<file path="src/core/fsga_regs.svh">
// Timing figures, derived cycle counts and reset values for the fail-safe gate arbiter
`ifndef FSGA_REGS_SVH
`define FSGA_REGS_SVH

// ============================================================
// Clock
`define FSGA_CLK_PERIOD_NS 5

// ============================================================
// Times in ns (least times, rounded up to whole cycles)
`define FSGA_IN_FILT_NS 40
`define FSGA_ENTRY_OFF_NS 1000
`define FSGA_ENTRY_ON_NS 2000
`define FSGA_EXIT_SHORT_NS 500
`define FSGA_EXIT_EXTRA_NS 6000
`define FSGA_EXIT_LONG_NS (`FSGA_EXIT_SHORT_NS + `FSGA_EXIT_EXTRA_NS)
`define FSGA_OVR_NS 1000
`define FSGA_DEADTIME_NS 250

// ============================================================
// Derived cycle counts
`define FSGA_CYC(ns) (((ns) + `FSGA_CLK_PERIOD_NS - 1) / `FSGA_CLK_PERIOD_NS)
`define FSGA_IN_FILT_CYC `FSGA_CYC(`FSGA_IN_FILT_NS)
`define FSGA_ENTRY_OFF_CYC `FSGA_CYC(`FSGA_ENTRY_OFF_NS)
`define FSGA_ENTRY_ON_CYC `FSGA_CYC(`FSGA_ENTRY_ON_NS)
`define FSGA_EXIT_SHORT_CYC `FSGA_CYC(`FSGA_EXIT_SHORT_NS)
`define FSGA_EXIT_LONG_CYC `FSGA_CYC(`FSGA_EXIT_LONG_NS)
`define FSGA_OVR_CYC `FSGA_CYC(`FSGA_OVR_NS)
`define FSGA_DEADTIME_CYC `FSGA_CYC(`FSGA_DEADTIME_NS)

// ============================================================
// Reset values
`define FSGA_RST_GATE 1'b0
`define FSGA_RST_IRQ_N 1'b1
`define FSGA_RST_EN_N 1'b1
`define FSGA_RST_COMP 1'b1
`define FSGA_RST_LOW 1'b0

`endif

</file>
<file path="src/core/fsga_pkg.sv">
// Shared types of the fail-safe gate arbiter
package fsga_pkg;

  // ============================================================
  // Control owner of the gate, one-hot
  typedef enum logic [2:0] {
    FSGA_PWM_CTRL  = 3'b001,
    FSGA_FS_CTRL   = 3'b010,
    FSGA_EXIT_WAIT = 3'b100
  } fsga_state_t;

endpackage : fsga_pkg

</file>
<file path="src/core/fsga_arbiter.sv">
// Fail-safe gate arbiter: override, faults, fail-safe and PWM control of the gate
`timescale 1ns/10ps
`include "fsga_regs.svh"

// Contract
// RL1: Low fail-safe enable enters fail-safe; gate follows fail-safe gate command.
// RL2: In fail-safe mode both PWM inputs are ignored.
// RL3: Outside logic supplies cross-conduction and deadtime protection during fail-safe.
// RL4: Fail-safe enable filter is much longer than other input filters. Code: on entry only; release uses the short input filter length.
// RL5: Entry filter length chosen by fail-safe gate command level.
// RL6: High-voltage-side fault holds gate off regardless of fail-safe inputs.
// RL7: Interrupt B low during fail-safe only when report bit set; resets 0.
// RL8: On exit the handover delay depends on PWM input state.
// RL9: PWM or command change between short and long delay hands over at once.
// RL10: Normal mandatory deadtime applies to PWM inputs after handover.
// RL11: No extra exit delay when PWM request equals fail-safe gate state.
// RL12: Matching request hands over when short exit delay expires.
// RL13: Active override input turns gate on, independent of other inputs.
// RL14: Override input high drives interrupt B low; interrupt A unchanged.
// RL15: Override takes effect only after minimum delay from its rising edge.
// RL16: Override outranks PWM, fail-safe inputs and all faults.
// RL17: Override still drives gate high during supply undervoltage.
// RL18: Override input level and gate state are reported as status.
// RL19: Override acts only when override-enable bit set; then gate high.
// RL20: Unused override input tied low and enable bit cleared by system.
// RL21: Filter durations and exit delays are design parameters.
module fsga_arbiter import fsga_pkg::*; #(
  parameter int CW = 16, // Width of every counter
  parameter int IN_FILT_CYC = `FSGA_IN_FILT_CYC, // RL21
  parameter int ENTRY_OFF_CYC = `FSGA_ENTRY_OFF_CYC, // RL21
  parameter int ENTRY_ON_CYC = `FSGA_ENTRY_ON_CYC, // RL21
  parameter int EXIT_SHORT_CYC = `FSGA_EXIT_SHORT_CYC, // RL21
  parameter int EXIT_LONG_CYC = `FSGA_EXIT_LONG_CYC, // RL21
  parameter int OVR_CYC = `FSGA_OVR_CYC, // Override delay
  parameter int DEADTIME_CYC = `FSGA_DEADTIME_CYC // Mandatory deadtime
) (
  input wire logic clk, // 200 MHz clock
  input wire logic reset, // Synchronous, active high
  input wire logic pwm_in, // PWM pin
  input wire logic complementary_pwm_in, // Opposite-side PWM pin
  input wire logic failsafe_enable_n, // Fail-safe enable pin, active low
  input wire logic failsafe_gate_cmd, // Gate state wanted in fail-safe
  input wire logic hv_override_in, // High-voltage-side override pin
  input wire logic hv_fault, // Any HV-side fault, same clock domain
  input wire logic hv_override_enable, // Config: override allowed
  input wire logic irq_b_reports_failsafe, // Config: interrupt B shows fail-safe
  output logic gate_on, // Gate drive command, high = on
  output logic failsafe_active, // Gate not under PWM control
  output logic fault_irq_a_n, // Interrupt A, active low
  output logic fault_irq_b_n, // Interrupt B, active low
  output logic status_override_level, // Filtered override pin level
  output logic status_gate_on // Present gate state
);

  // ============================================================
  // Filtered inputs
  logic pwm_f;
  logic comp_f;
  logic cmd_f;
  logic en_n_f;
  logic ovr_f;
  logic [CW-1:0] in_len;
  logic [CW-1:0] en_len;

  assign in_len = CW'(IN_FILT_CYC);

  // Long entry filter picked by the command level; release uses the short
  // glitch filter because the exit timing is done by the state machine
  always_comb begin
    if (!en_n_f) begin
      en_len = in_len;
    end else if (cmd_f) begin
      en_len = CW'(ENTRY_ON_CYC); // RL4 RL5
    end else begin
      en_len = CW'(ENTRY_OFF_CYC); // RL4 RL5
    end
  end

  fsga_filter #(.CW(CW), .RST_VAL(`FSGA_RST_LOW)) u_pwm_filt (
    .clk(clk),
    .reset(reset),
    .raw_in(pwm_in),
    .len(in_len),
    .filt_out(pwm_f)
  );

  // Opposite PWM resets high so the gate stays off until it is seen low
  fsga_filter #(.CW(CW), .RST_VAL(`FSGA_RST_COMP)) u_comp_filt (
    .clk(clk),
    .reset(reset),
    .raw_in(complementary_pwm_in),
    .len(in_len),
    .filt_out(comp_f)
  );

  fsga_filter #(.CW(CW), .RST_VAL(`FSGA_RST_LOW)) u_cmd_filt (
    .clk(clk),
    .reset(reset),
    .raw_in(failsafe_gate_cmd),
    .len(in_len),
    .filt_out(cmd_f)
  );

  fsga_filter #(.CW(CW), .RST_VAL(`FSGA_RST_EN_N)) u_en_filt (
    .clk(clk),
    .reset(reset),
    .raw_in(failsafe_enable_n),
    .len(en_len),
    .filt_out(en_n_f)
  );

  fsga_filter #(.CW(CW), .RST_VAL(`FSGA_RST_LOW)) u_ovr_filt (
    .clk(clk),
    .reset(reset),
    .raw_in(hv_override_in),
    .len(in_len),
    .filt_out(ovr_f)
  );

  // ============================================================
  // Module state
  typedef struct packed {
    fsga_state_t state;
    logic [CW-1:0] exit_cnt;
    logic match;
    logic snap_pwm;
    logic snap_cmd;
    logic [CW-1:0] dt_cnt;
    logic [CW-1:0] ovr_cnt;
    logic ovr_act;
    logic gate;
    logic irq_a_n;
    logic irq_b_n;
  } fsga_core_t;

  localparam fsga_core_t CORE_RST = '{
    state: FSGA_PWM_CTRL,
    exit_cnt: '0,
    match: 1'b0,
    snap_pwm: 1'b0,
    snap_cmd: 1'b0,
    dt_cnt: CW'(DEADTIME_CYC),
    ovr_cnt: '0,
    ovr_act: 1'b0,
    gate: `FSGA_RST_GATE,
    irq_a_n: `FSGA_RST_IRQ_N,
    irq_b_n: `FSGA_RST_IRQ_N
  };

  fsga_core_t s_q;
  fsga_core_t s_d;
  logic pwm_req;
  logic pwm_gate;
  logic short_done;
  logic long_done;
  logic changed;

  // Gate state asked for by the PWM pair
  assign pwm_req = pwm_f & ~comp_f;

  // Deadtime: opposite side must have been low for the full count, and a
  // rising opposite side turns the gate off at once without waiting
  assign pwm_gate = pwm_req && (s_q.dt_cnt == '0); // RL10

  // Exit timing decodes
  assign short_done = (s_q.exit_cnt + CW'(1) >= CW'(EXIT_SHORT_CYC));
  assign long_done = (s_q.exit_cnt + CW'(1) >= CW'(EXIT_LONG_CYC));
  assign changed = (pwm_req != s_q.snap_pwm) || (cmd_f != s_q.snap_cmd);

  // ============================================================
  // Next-state logic
  always_comb begin
    s_d = s_q;

    // Deadtime counter reloads while the opposite side is high
    if (comp_f) begin
      s_d.dt_cnt = CW'(DEADTIME_CYC); // RL10
    end else if (s_q.dt_cnt != '0) begin
      s_d.dt_cnt = s_q.dt_cnt - CW'(1);
    end

    // Override qualifies only when enabled and held past its delay;
    // dropping the pin or the enable ends it at once
    if (ovr_f && hv_override_enable) begin // RL19
      if (s_q.ovr_cnt + CW'(1) >= CW'(OVR_CYC)) begin
        s_d.ovr_act = 1'b1; // RL15
      end else begin
        s_d.ovr_cnt = s_q.ovr_cnt + CW'(1);
      end
    end else begin
      s_d.ovr_cnt = '0;
      s_d.ovr_act = 1'b0;
    end

    // Control owner
    case (s_q.state)
      FSGA_PWM_CTRL: begin
        if (!en_n_f) begin
          s_d.state = FSGA_FS_CTRL; // RL1
        end
      end
      FSGA_FS_CTRL: begin
        if (en_n_f) begin
          // Remember what PWM wants against the fail-safe gate state
          s_d.state = FSGA_EXIT_WAIT; // RL8
          s_d.exit_cnt = '0;
          s_d.match = (pwm_req == cmd_f); // RL11
          s_d.snap_pwm = pwm_req;
          s_d.snap_cmd = cmd_f;
        end
      end
      FSGA_EXIT_WAIT: begin
        s_d.exit_cnt = s_q.exit_cnt + CW'(1);
        if (!en_n_f) begin
          s_d.state = FSGA_FS_CTRL; // Re-entry wins over handover
        end else if (short_done && s_q.match) begin
          s_d.state = FSGA_PWM_CTRL; // RL11 RL12
        end else if (short_done && changed) begin
          s_d.state = FSGA_PWM_CTRL; // RL9
        end else if (long_done) begin
          s_d.state = FSGA_PWM_CTRL; // RL8
        end
      end
      default: begin
        s_d.state = FSGA_FS_CTRL; // Unknown code falls to the safe owner
      end
    endcase

    // Gate priority: override, then HV faults, then the owner
    if (s_q.ovr_act) begin
      s_d.gate = 1'b1; // RL13 RL16 RL17 RL19
    end else if (hv_fault) begin
      s_d.gate = 1'b0; // RL6
    end else if (s_q.state == FSGA_PWM_CTRL) begin
      s_d.gate = pwm_gate; // RL10
    end else begin
      s_d.gate = cmd_f; // RL1 RL2
    end

    // Interrupt A tracks faults only, override does not touch it
    s_d.irq_a_n = ~hv_fault; // RL14
    // Interrupt B: faults, override pin, and fail-safe when asked for
    s_d.irq_b_n = ~(hv_fault || ovr_f // RL14
                    || (irq_b_reports_failsafe && !en_n_f)); // RL7

    if (reset) begin
      s_d = CORE_RST; // RL7
    end
  end

  // State register
  always_ff @(posedge clk) begin
    s_q <= s_d;
  end

  // ============================================================
  // Outputs, all from flip-flops except failsafe_active, decoded from the state
  assign gate_on = s_q.gate;
  assign failsafe_active = (s_q.state != FSGA_PWM_CTRL);
  assign fault_irq_a_n = s_q.irq_a_n;
  assign fault_irq_b_n = s_q.irq_b_n;
  assign status_override_level = ovr_f; // RL18
  assign status_gate_on = s_q.gate; // RL18

  // ============================================================
  // Checks

  AST_OVR_WINS: assert property (@(posedge clk) disable iff (reset) // RL16
    s_q.ovr_act |=> gate_on)
    else $error("Override active but gate not on");

  AST_FAULT_OFF: assert property (@(posedge clk) disable iff (reset) // RL6
    (!s_q.ovr_act && hv_fault) |=> !gate_on)
    else $error("HV fault did not hold gate off");

  AST_FS_CMD: assert property (@(posedge clk) disable iff (reset) // RL1
    (s_q.state == FSGA_FS_CTRL && !s_q.ovr_act && !hv_fault) |=> (gate_on == $past(cmd_f)))
    else $error("Fail-safe gate does not follow command");

  AST_FS_IGNORES_PWM: assert property (@(posedge clk) disable iff (reset) // RL2
    (s_q.state == FSGA_FS_CTRL && !s_q.ovr_act && !hv_fault && pwm_req && !cmd_f)
    |=> !gate_on)
    else $error("PWM reached gate in fail-safe");

  AST_IRQB_FS: assert property (@(posedge clk) disable iff (reset) // RL7
    (irq_b_reports_failsafe && !en_n_f) |=> !fault_irq_b_n)
    else $error("Interrupt B missed fail-safe report");

  AST_IRQB_QUIET: assert property (@(posedge clk) disable iff (reset) // RL7
    (!irq_b_reports_failsafe && !hv_fault && !ovr_f) |=> fault_irq_b_n)
    else $error("Interrupt B low without cause");

  AST_IRQB_OVR: assert property (@(posedge clk) disable iff (reset) // RL14
    ovr_f |=> (!fault_irq_b_n && fault_irq_a_n == $past(~hv_fault)))
    else $error("Override did not pull interrupt B low");

  AST_OVR_DELAY: assert property (@(posedge clk) disable iff (reset) // RL15
    $rose(ovr_f) |=> !s_q.ovr_act [*2])
    else $error("Override acted without its delay");

  AST_EXIT_SHORT: assert property (@(posedge clk) disable iff (reset) // RL12
    (s_q.state == FSGA_EXIT_WAIT && en_n_f && s_q.match && short_done)
    |=> s_q.state == FSGA_PWM_CTRL)
    else $error("Matching exit not handed over at short delay");

  AST_EXIT_HOLD: assert property (@(posedge clk) disable iff (reset) // RL8
    (s_q.state == FSGA_EXIT_WAIT && !short_done) |=> s_q.state != FSGA_PWM_CTRL)
    else $error("Handover before short exit delay");

  AST_EXIT_CHANGE: assert property (@(posedge clk) disable iff (reset) // RL9
    (s_q.state == FSGA_EXIT_WAIT && en_n_f && short_done && changed)
    |=> s_q.state == FSGA_PWM_CTRL)
    else $error("Input change did not hand over at once");

  AST_DEADTIME: assert property (@(posedge clk) disable iff (reset) // RL10
    (s_q.state == FSGA_PWM_CTRL && en_n_f && comp_f && !s_q.ovr_act
     && !(ovr_f && hv_override_enable)) |=> !gate_on [*2])
    else $error("Gate on inside deadtime");

  AST_FS_ENTRY: assert property (@(posedge clk) disable iff (reset) // RL1
    (s_q.state == FSGA_PWM_CTRL && !en_n_f) |=> s_q.state == FSGA_FS_CTRL)
    else $error("Low fail-safe enable did not enter fail-safe");

  AST_ENTRY_LEN: assert property (@(posedge clk) disable iff (reset) // RL5
    (en_n_f && cmd_f) |-> en_len == CW'(ENTRY_ON_CYC))
    else $error("Entry filter length ignores the command level");

  AST_EXIT_LONG: assert property (@(posedge clk) disable iff (reset) // RL8
    (s_q.state == FSGA_EXIT_WAIT && en_n_f && long_done) |=> s_q.state == FSGA_PWM_CTRL)
    else $error("Handover missed at long exit delay");

  AST_DT_RELOAD: assert property (@(posedge clk) disable iff (reset) // RL10
    comp_f |=> s_q.dt_cnt == CW'(DEADTIME_CYC))
    else $error("Deadtime not restarted by opposite side");

  AST_IRQ_FAULT: assert property (@(posedge clk) disable iff (reset) // RL14
    hv_fault |=> (!fault_irq_a_n && !fault_irq_b_n))
    else $error("Fault not shown on both interrupts");

  AST_OVR_NEEDS_EN: assert property (@(posedge clk) disable iff (reset) // RL19
    !hv_override_enable |=> !s_q.ovr_act)
    else $error("Override acted while disabled");

  AST_OVR_ACTS: assert property (@(posedge clk) disable iff (reset) // RL15
    (ovr_f && hv_override_enable && (s_q.ovr_cnt + CW'(1) >= CW'(OVR_CYC))) |=> s_q.ovr_act)
    else $error("Override not taken after its delay");

endmodule : fsga_arbiter

</file>
<file path="src/core/fsga_filter.sv">
// Two-flop synchroniser followed by a pulse suppression filter of run-time length
`timescale 1ns/10ps
module fsga_filter import fsga_pkg::*; #(
  parameter int CW = 16,
  parameter logic RST_VAL = 1'b0
) (
  input wire logic clk, // 200 MHz clock
  input wire logic reset, // Synchronous, active high
  input wire logic raw_in, // Asynchronous pin level
  input wire logic [CW-1:0] len, // Cycles the level must stand, at least 1
  output logic filt_out // Filtered level
);

  typedef struct packed {
    logic sync1;
    logic sync2;
    logic [CW-1:0] cnt;
    logic out;
  } fsga_filt_t;

  fsga_filt_t s_q;
  fsga_filt_t s_d;

  // ============================================================
  // Next state; sync1 is read only by sync2
  always_comb begin
    s_d = s_q;
    s_d.sync1 = raw_in;
    s_d.sync2 = s_q.sync1;
    if (s_q.sync2 == s_q.out) begin
      s_d.cnt = '0;
    end else if (s_q.cnt + CW'(1) >= len) begin
      s_d.out = s_q.sync2; // Level stood long enough
      s_d.cnt = '0;
    end else begin
      s_d.cnt = s_q.cnt + CW'(1);
    end
    if (reset) begin
      s_d = '{sync1: RST_VAL, sync2: RST_VAL, cnt: '0, out: RST_VAL};
    end
  end

  // State register
  always_ff @(posedge clk) begin
    s_q <= s_d;
  end

  assign filt_out = s_q.out;

endmodule : fsga_filter

</file>
<file path="config.mk">
export PLATFORM = sky130hd
export DESIGN_NAME = fsga_arbiter
export DESIGN_NICKNAME = d
export VERILOG_FILES = /design/src/core/fsga_pkg.sv /design/src/core/fsga_arbiter.sv /design/src/core/fsga_filter.sv
export VERILOG_INCLUDE_DIRS = /design/src /design/src/core
export SDC_FILE = /design/constraint.sdc
export NUM_CORES = 1
export LEC_CHECK = 0
export BUFFER_PORTS_ARGS = -buffer_cell sky130_fd_sc_hd__buf_4
export CORE_ASPECT_RATIO = 1.4
export CORE_MARGIN = 4
export CORE_UTILIZATION = 57
export DETAILED_ROUTE_END_ITERATION = 10
export GPL_TIMING_DRIVEN = 0
export PLACE_DENSITY = 0.82
export RECOVER_POWER = 100
export SLEW_MARGIN = 20
export SYNTH_ARGS = -nofsm -noshare
export SYNTH_HDL_FRONTEND = slang
export SYNTH_SLANG_ARGS = --single-unit
</file>
<file path="constraint.sdc">
create_clock -name clk -period 3.37 [get_ports clk]
set_input_delay 0.1685 -clock clk [delete_from_list [all_inputs] [get_ports clk]]
set_output_delay 0.1685 -clock clk [all_outputs]
set_load 0.05 [all_outputs]
</file>
==> summary.txt <==
STA
  – Setup violators final: 0
  – Min Tclk post-route: 3.112 ns
  – Worst slew margin: 0.4510
  – Max-slew violation count: 0
  – Max Clock Freq: 321.3 MHz
  – Final Hold Vio Count: 0
  – Least-Margin Pin Slew: 0.8159 ns
  – Unrepaired setup endpoints after global routing: false
  – Clk_skew: 0.006890 ns
  – Period utilization: 0.9235
  – Setup Total Neg Slack: 0 ns

Global route
  – Largest net degree at the start of global routing: 17
  – Global-route wire length before repair: 25350 um
  – Vias in the first global route: 5846
  – Total track usage: 0.2145
  – Total grt overflow: 0
  – Initial antenna violation count: 0

Logic synthesis
  – Cell taking the most area after synthesis: dfxtp_1
  – Synth Register Bits: 153
  – Cells after Synth: 816
  – Cell Area, Synth: 7112 um^2
  – YS warnings: 0
  – Synth area leaders: dfxtp_1, xnor2_1, nor2_1, nand3_1, ha_1
  – Post-synthesis sequential area ratio: 0.4307
  – Synth Flop Type: dfxtp_1
  – Async SR Flop Fraction: 0
  – Top-area cell type share of the netlist area: 0.4307
  – Library cells used by synthesis: 70
  – EDFF count, synth: 0
  – Syn_area_per_cell: 8.715 um^2

Setup path
  – Worst Setup End Kind: register
  – WS Path Type: register to register
  – Worst Path Max Fanout: 9
  – Startpoint Class: register
  – Arrival time at the worst endpoint: 3.46 ns
  – Worst path required time: 3.72 ns

Placement
  – IO Port Bufs: 15
  – Gp weighted congestion: 0.9078
  – Detailed placer's ending HPWL: 10080 um
  – Dpl cell area: 7630 um^2

Drt
  – Initial DRT Pass Iterations: 6
  – Via density: 5.707
  – Initial DRC count: 249
  – Via Count: 6146
  – DRC Markers: 0
  – ANT nets after route: 0
  – Avg WL per Cell: 13.50 um
  – Detailed Route WL: 14540 um

Final layout
  – # nets final: 942
  – Most common cell after layout, fill and taps aside: dfxtp_1
  – Fill count: 1014
  – ANT cells: 0
  – Fin area: 8250 um^2
  – Layout area overhead: 16.01%
  – Share of cells above drive strength 1: 0.07335
  – Most frequent cells in the layout: dfxtp_1, nor2_1, nand2_1, conb_1, nand3_1

Power and ir drop
  – P_int: 3122 uW
  – Flop pwr share: 0.474
  – Sw frac: 0.2220
  – Peak supply drop: 0.2831 mV
  – Power Dens Cells: 486.4 nW/um^2
  – Tot Pwr: 4013 uW
  – Comb pwr share: 0.042
  – Leakage: 0.003119 uW
  – Clk pwr share: 0.484
  – P_sw: 890.7 uW

Clocking
  – Clock transition at path regs: 0.06 ns
  – CTS root buffer: clkbuf_16
  – CTS tree: built
  – Clk sink count: 153
  – Worst-Skew Late Latency: 0.42 ns
  – Hold Buf Count CTS: 6
  – Setup Buffers After CTS: 0
  – Post_cts resized: 0
  – CTS Buf Count: 17
  – Clk buf depth: 2
  – H-tree levels: 4

Floorplanning
  – # IOs: 16
  – Horiz. Die Dim: 102.4 um
  – FP Rows: 48
  – Initial Utilization: 0.5805
  – Die Height: 140.2 um
  – Die area: 14350 um^2
  – Core box area: 12250 um^2

Flow run
  – Max_cap viols: 0

Status
  – Outcome: completed

Hold path
  – Hold Crit Class: input port to register
[path summary, 6_finish.rpt]
| check | start | endpoint | slack, ns | depth (start not counted) |
|---|---|---|---|---|
| worst max-delay path | u_en_filt.s_q[3] | u_en_filt.s_q[6] | 0.26 | 12 |
| worst min-delay path | irq_b_reports_failsafe | fault_irq_b_n | 0.20 | 3 |
| worst max register to register | u_en_filt.s_q[3] | u_en_filt.s_q[6] | 0.26 | 12 |
| worst min register to register | u_comp_filt.s_q[18] | u_comp_filt.s_q[17] | 0.41 | 1 |
[layout make-up]
type / instances / area (um^2) / area share
tap: 150 / 187.7 / 0.02275
inverter: 22 / 82.58 / 0.01001
multi-input combinational: 662 / 4013 / 0.4864
sequential: 153 / 3063 / 0.3712
clock inverter: 13 / 167.7 / 0.02032
clock buffer: 19 / 442.9 / 0.05369
buffer: 37 / 151.4 / 0.01835
timing repair buffer: 21 / 142.6 / 0.01729
[routing by layer]
layer  wire (um)  up-vias  track usage
met5           0        -            0
met3         586       40      0.04185
met4         340        0      0.09191
li1            -     3109            -
met2        7603      137       0.3803
met1        6012     2860       0.2456
[logic make-up after synthesis]
| logic type | count (synthesis) | synth area share |
|---|---|---|
| AO/OA/AOI/OAI | 143 | 0.1327 |
| XOR/XNOR | 45 | 0.05542 |
| adder cells (fa/ha/maj) | 18 | 0.03167 |
| buffers and inverters | 59 | 0.03290 |
| flip-flops | 153 | 0.4307 |
| multiplexers | 16 | 0.02269 |
| other | 1 | 0.0005273 |
| AND/OR/NAND/NOR | 381 | 0.2935 |
[sequential cells by signal (all words and copies together), names as in the netlist]
signal and cells:
s_q 55, u_cmd_filt.s_q 18, u_comp_filt.s_q 18, u_en_filt.s_q 18, u_ovr_filt.s_q 18, u_pwm_filt.s_q 18, fault_irq_a_n 1, fault_irq_b_n 1
gate_on 1, u_cmd_filt.filt_out 1, u_comp_filt.filt_out 1, u_en_filt.filt_out 1, u_ovr_filt.filt_out 1, u_pwm_filt.filt_out 1
[Yosys cell counts (3+ instances only)]
master	number
and2_1	7
and3_1	18
clkbuf_2	3
or3_1	30
nor3_1	25
nor3b_1	5
a311oi_1	5
nor2b_1	8
nand2b_1	14
inv_1	22
nand4_1	21
mux2i_1	15
a22oi_1	6
o31ai_1	8
nor4_1	26
o21ai_0	29
nor2b_2	4
dfxtp_1	153
a21oi_1	37
and4_1	6
or4_1	9
xnor2_1	32
or2_2	9
nor4b_1	4
o31a_1	3
a31oi_1	14
nand2_1	59
o21a_1	5
ha_1	18
xor2_1	13
a211oi_1	4
a211o_1	4
nand3_1	47
nor2_2	4
a41oi_1	4
nor2_1	74
clkbuf_1	30
[power by group through the flow]
stage / clock [uW] / combinational, uW / sequential [uW]
finish: 1940 / 168 / 1900
global route: 2060 / 191 / 1910
CTS: 1980 / 173 / 1900
detailed placement: 0 / 165 / 1940
global placement: 0 / 162 / 1940
floorplan: 0 / 117 / 1940
[metrics by stage]
step	hold WS (ns)	std cells	utilization	setup WS [ns]
after floorplan	0.2422	874	-	0.6382
after global placement	0.3687	1039	0.6228	0.3405
after detailed placement	0.3753	1039	0.6228	0.3057
after CTS	0.09936	1077	0.6775	0.1906
after global routing	0.2173	1077	0.6734	0.05009
final	0.1975	1077	0.6734	0.2579
[worst max-delay path: stages (launching register included)]
cell     delay [ns]
dfxtp_1        0.46
nand3_1        0.15
nor2_1         0.14
nand4_1        0.12
xnor2_1        0.16
ha_1           0.32
a21oi_1        0.24
nor3b_1        0.23
mux2i_1        0.12
a311o_1        0.31
or4_1          0.48
buf_4          0.19
a21oi_1        0.11
Power figures use the tool's default switching activity.
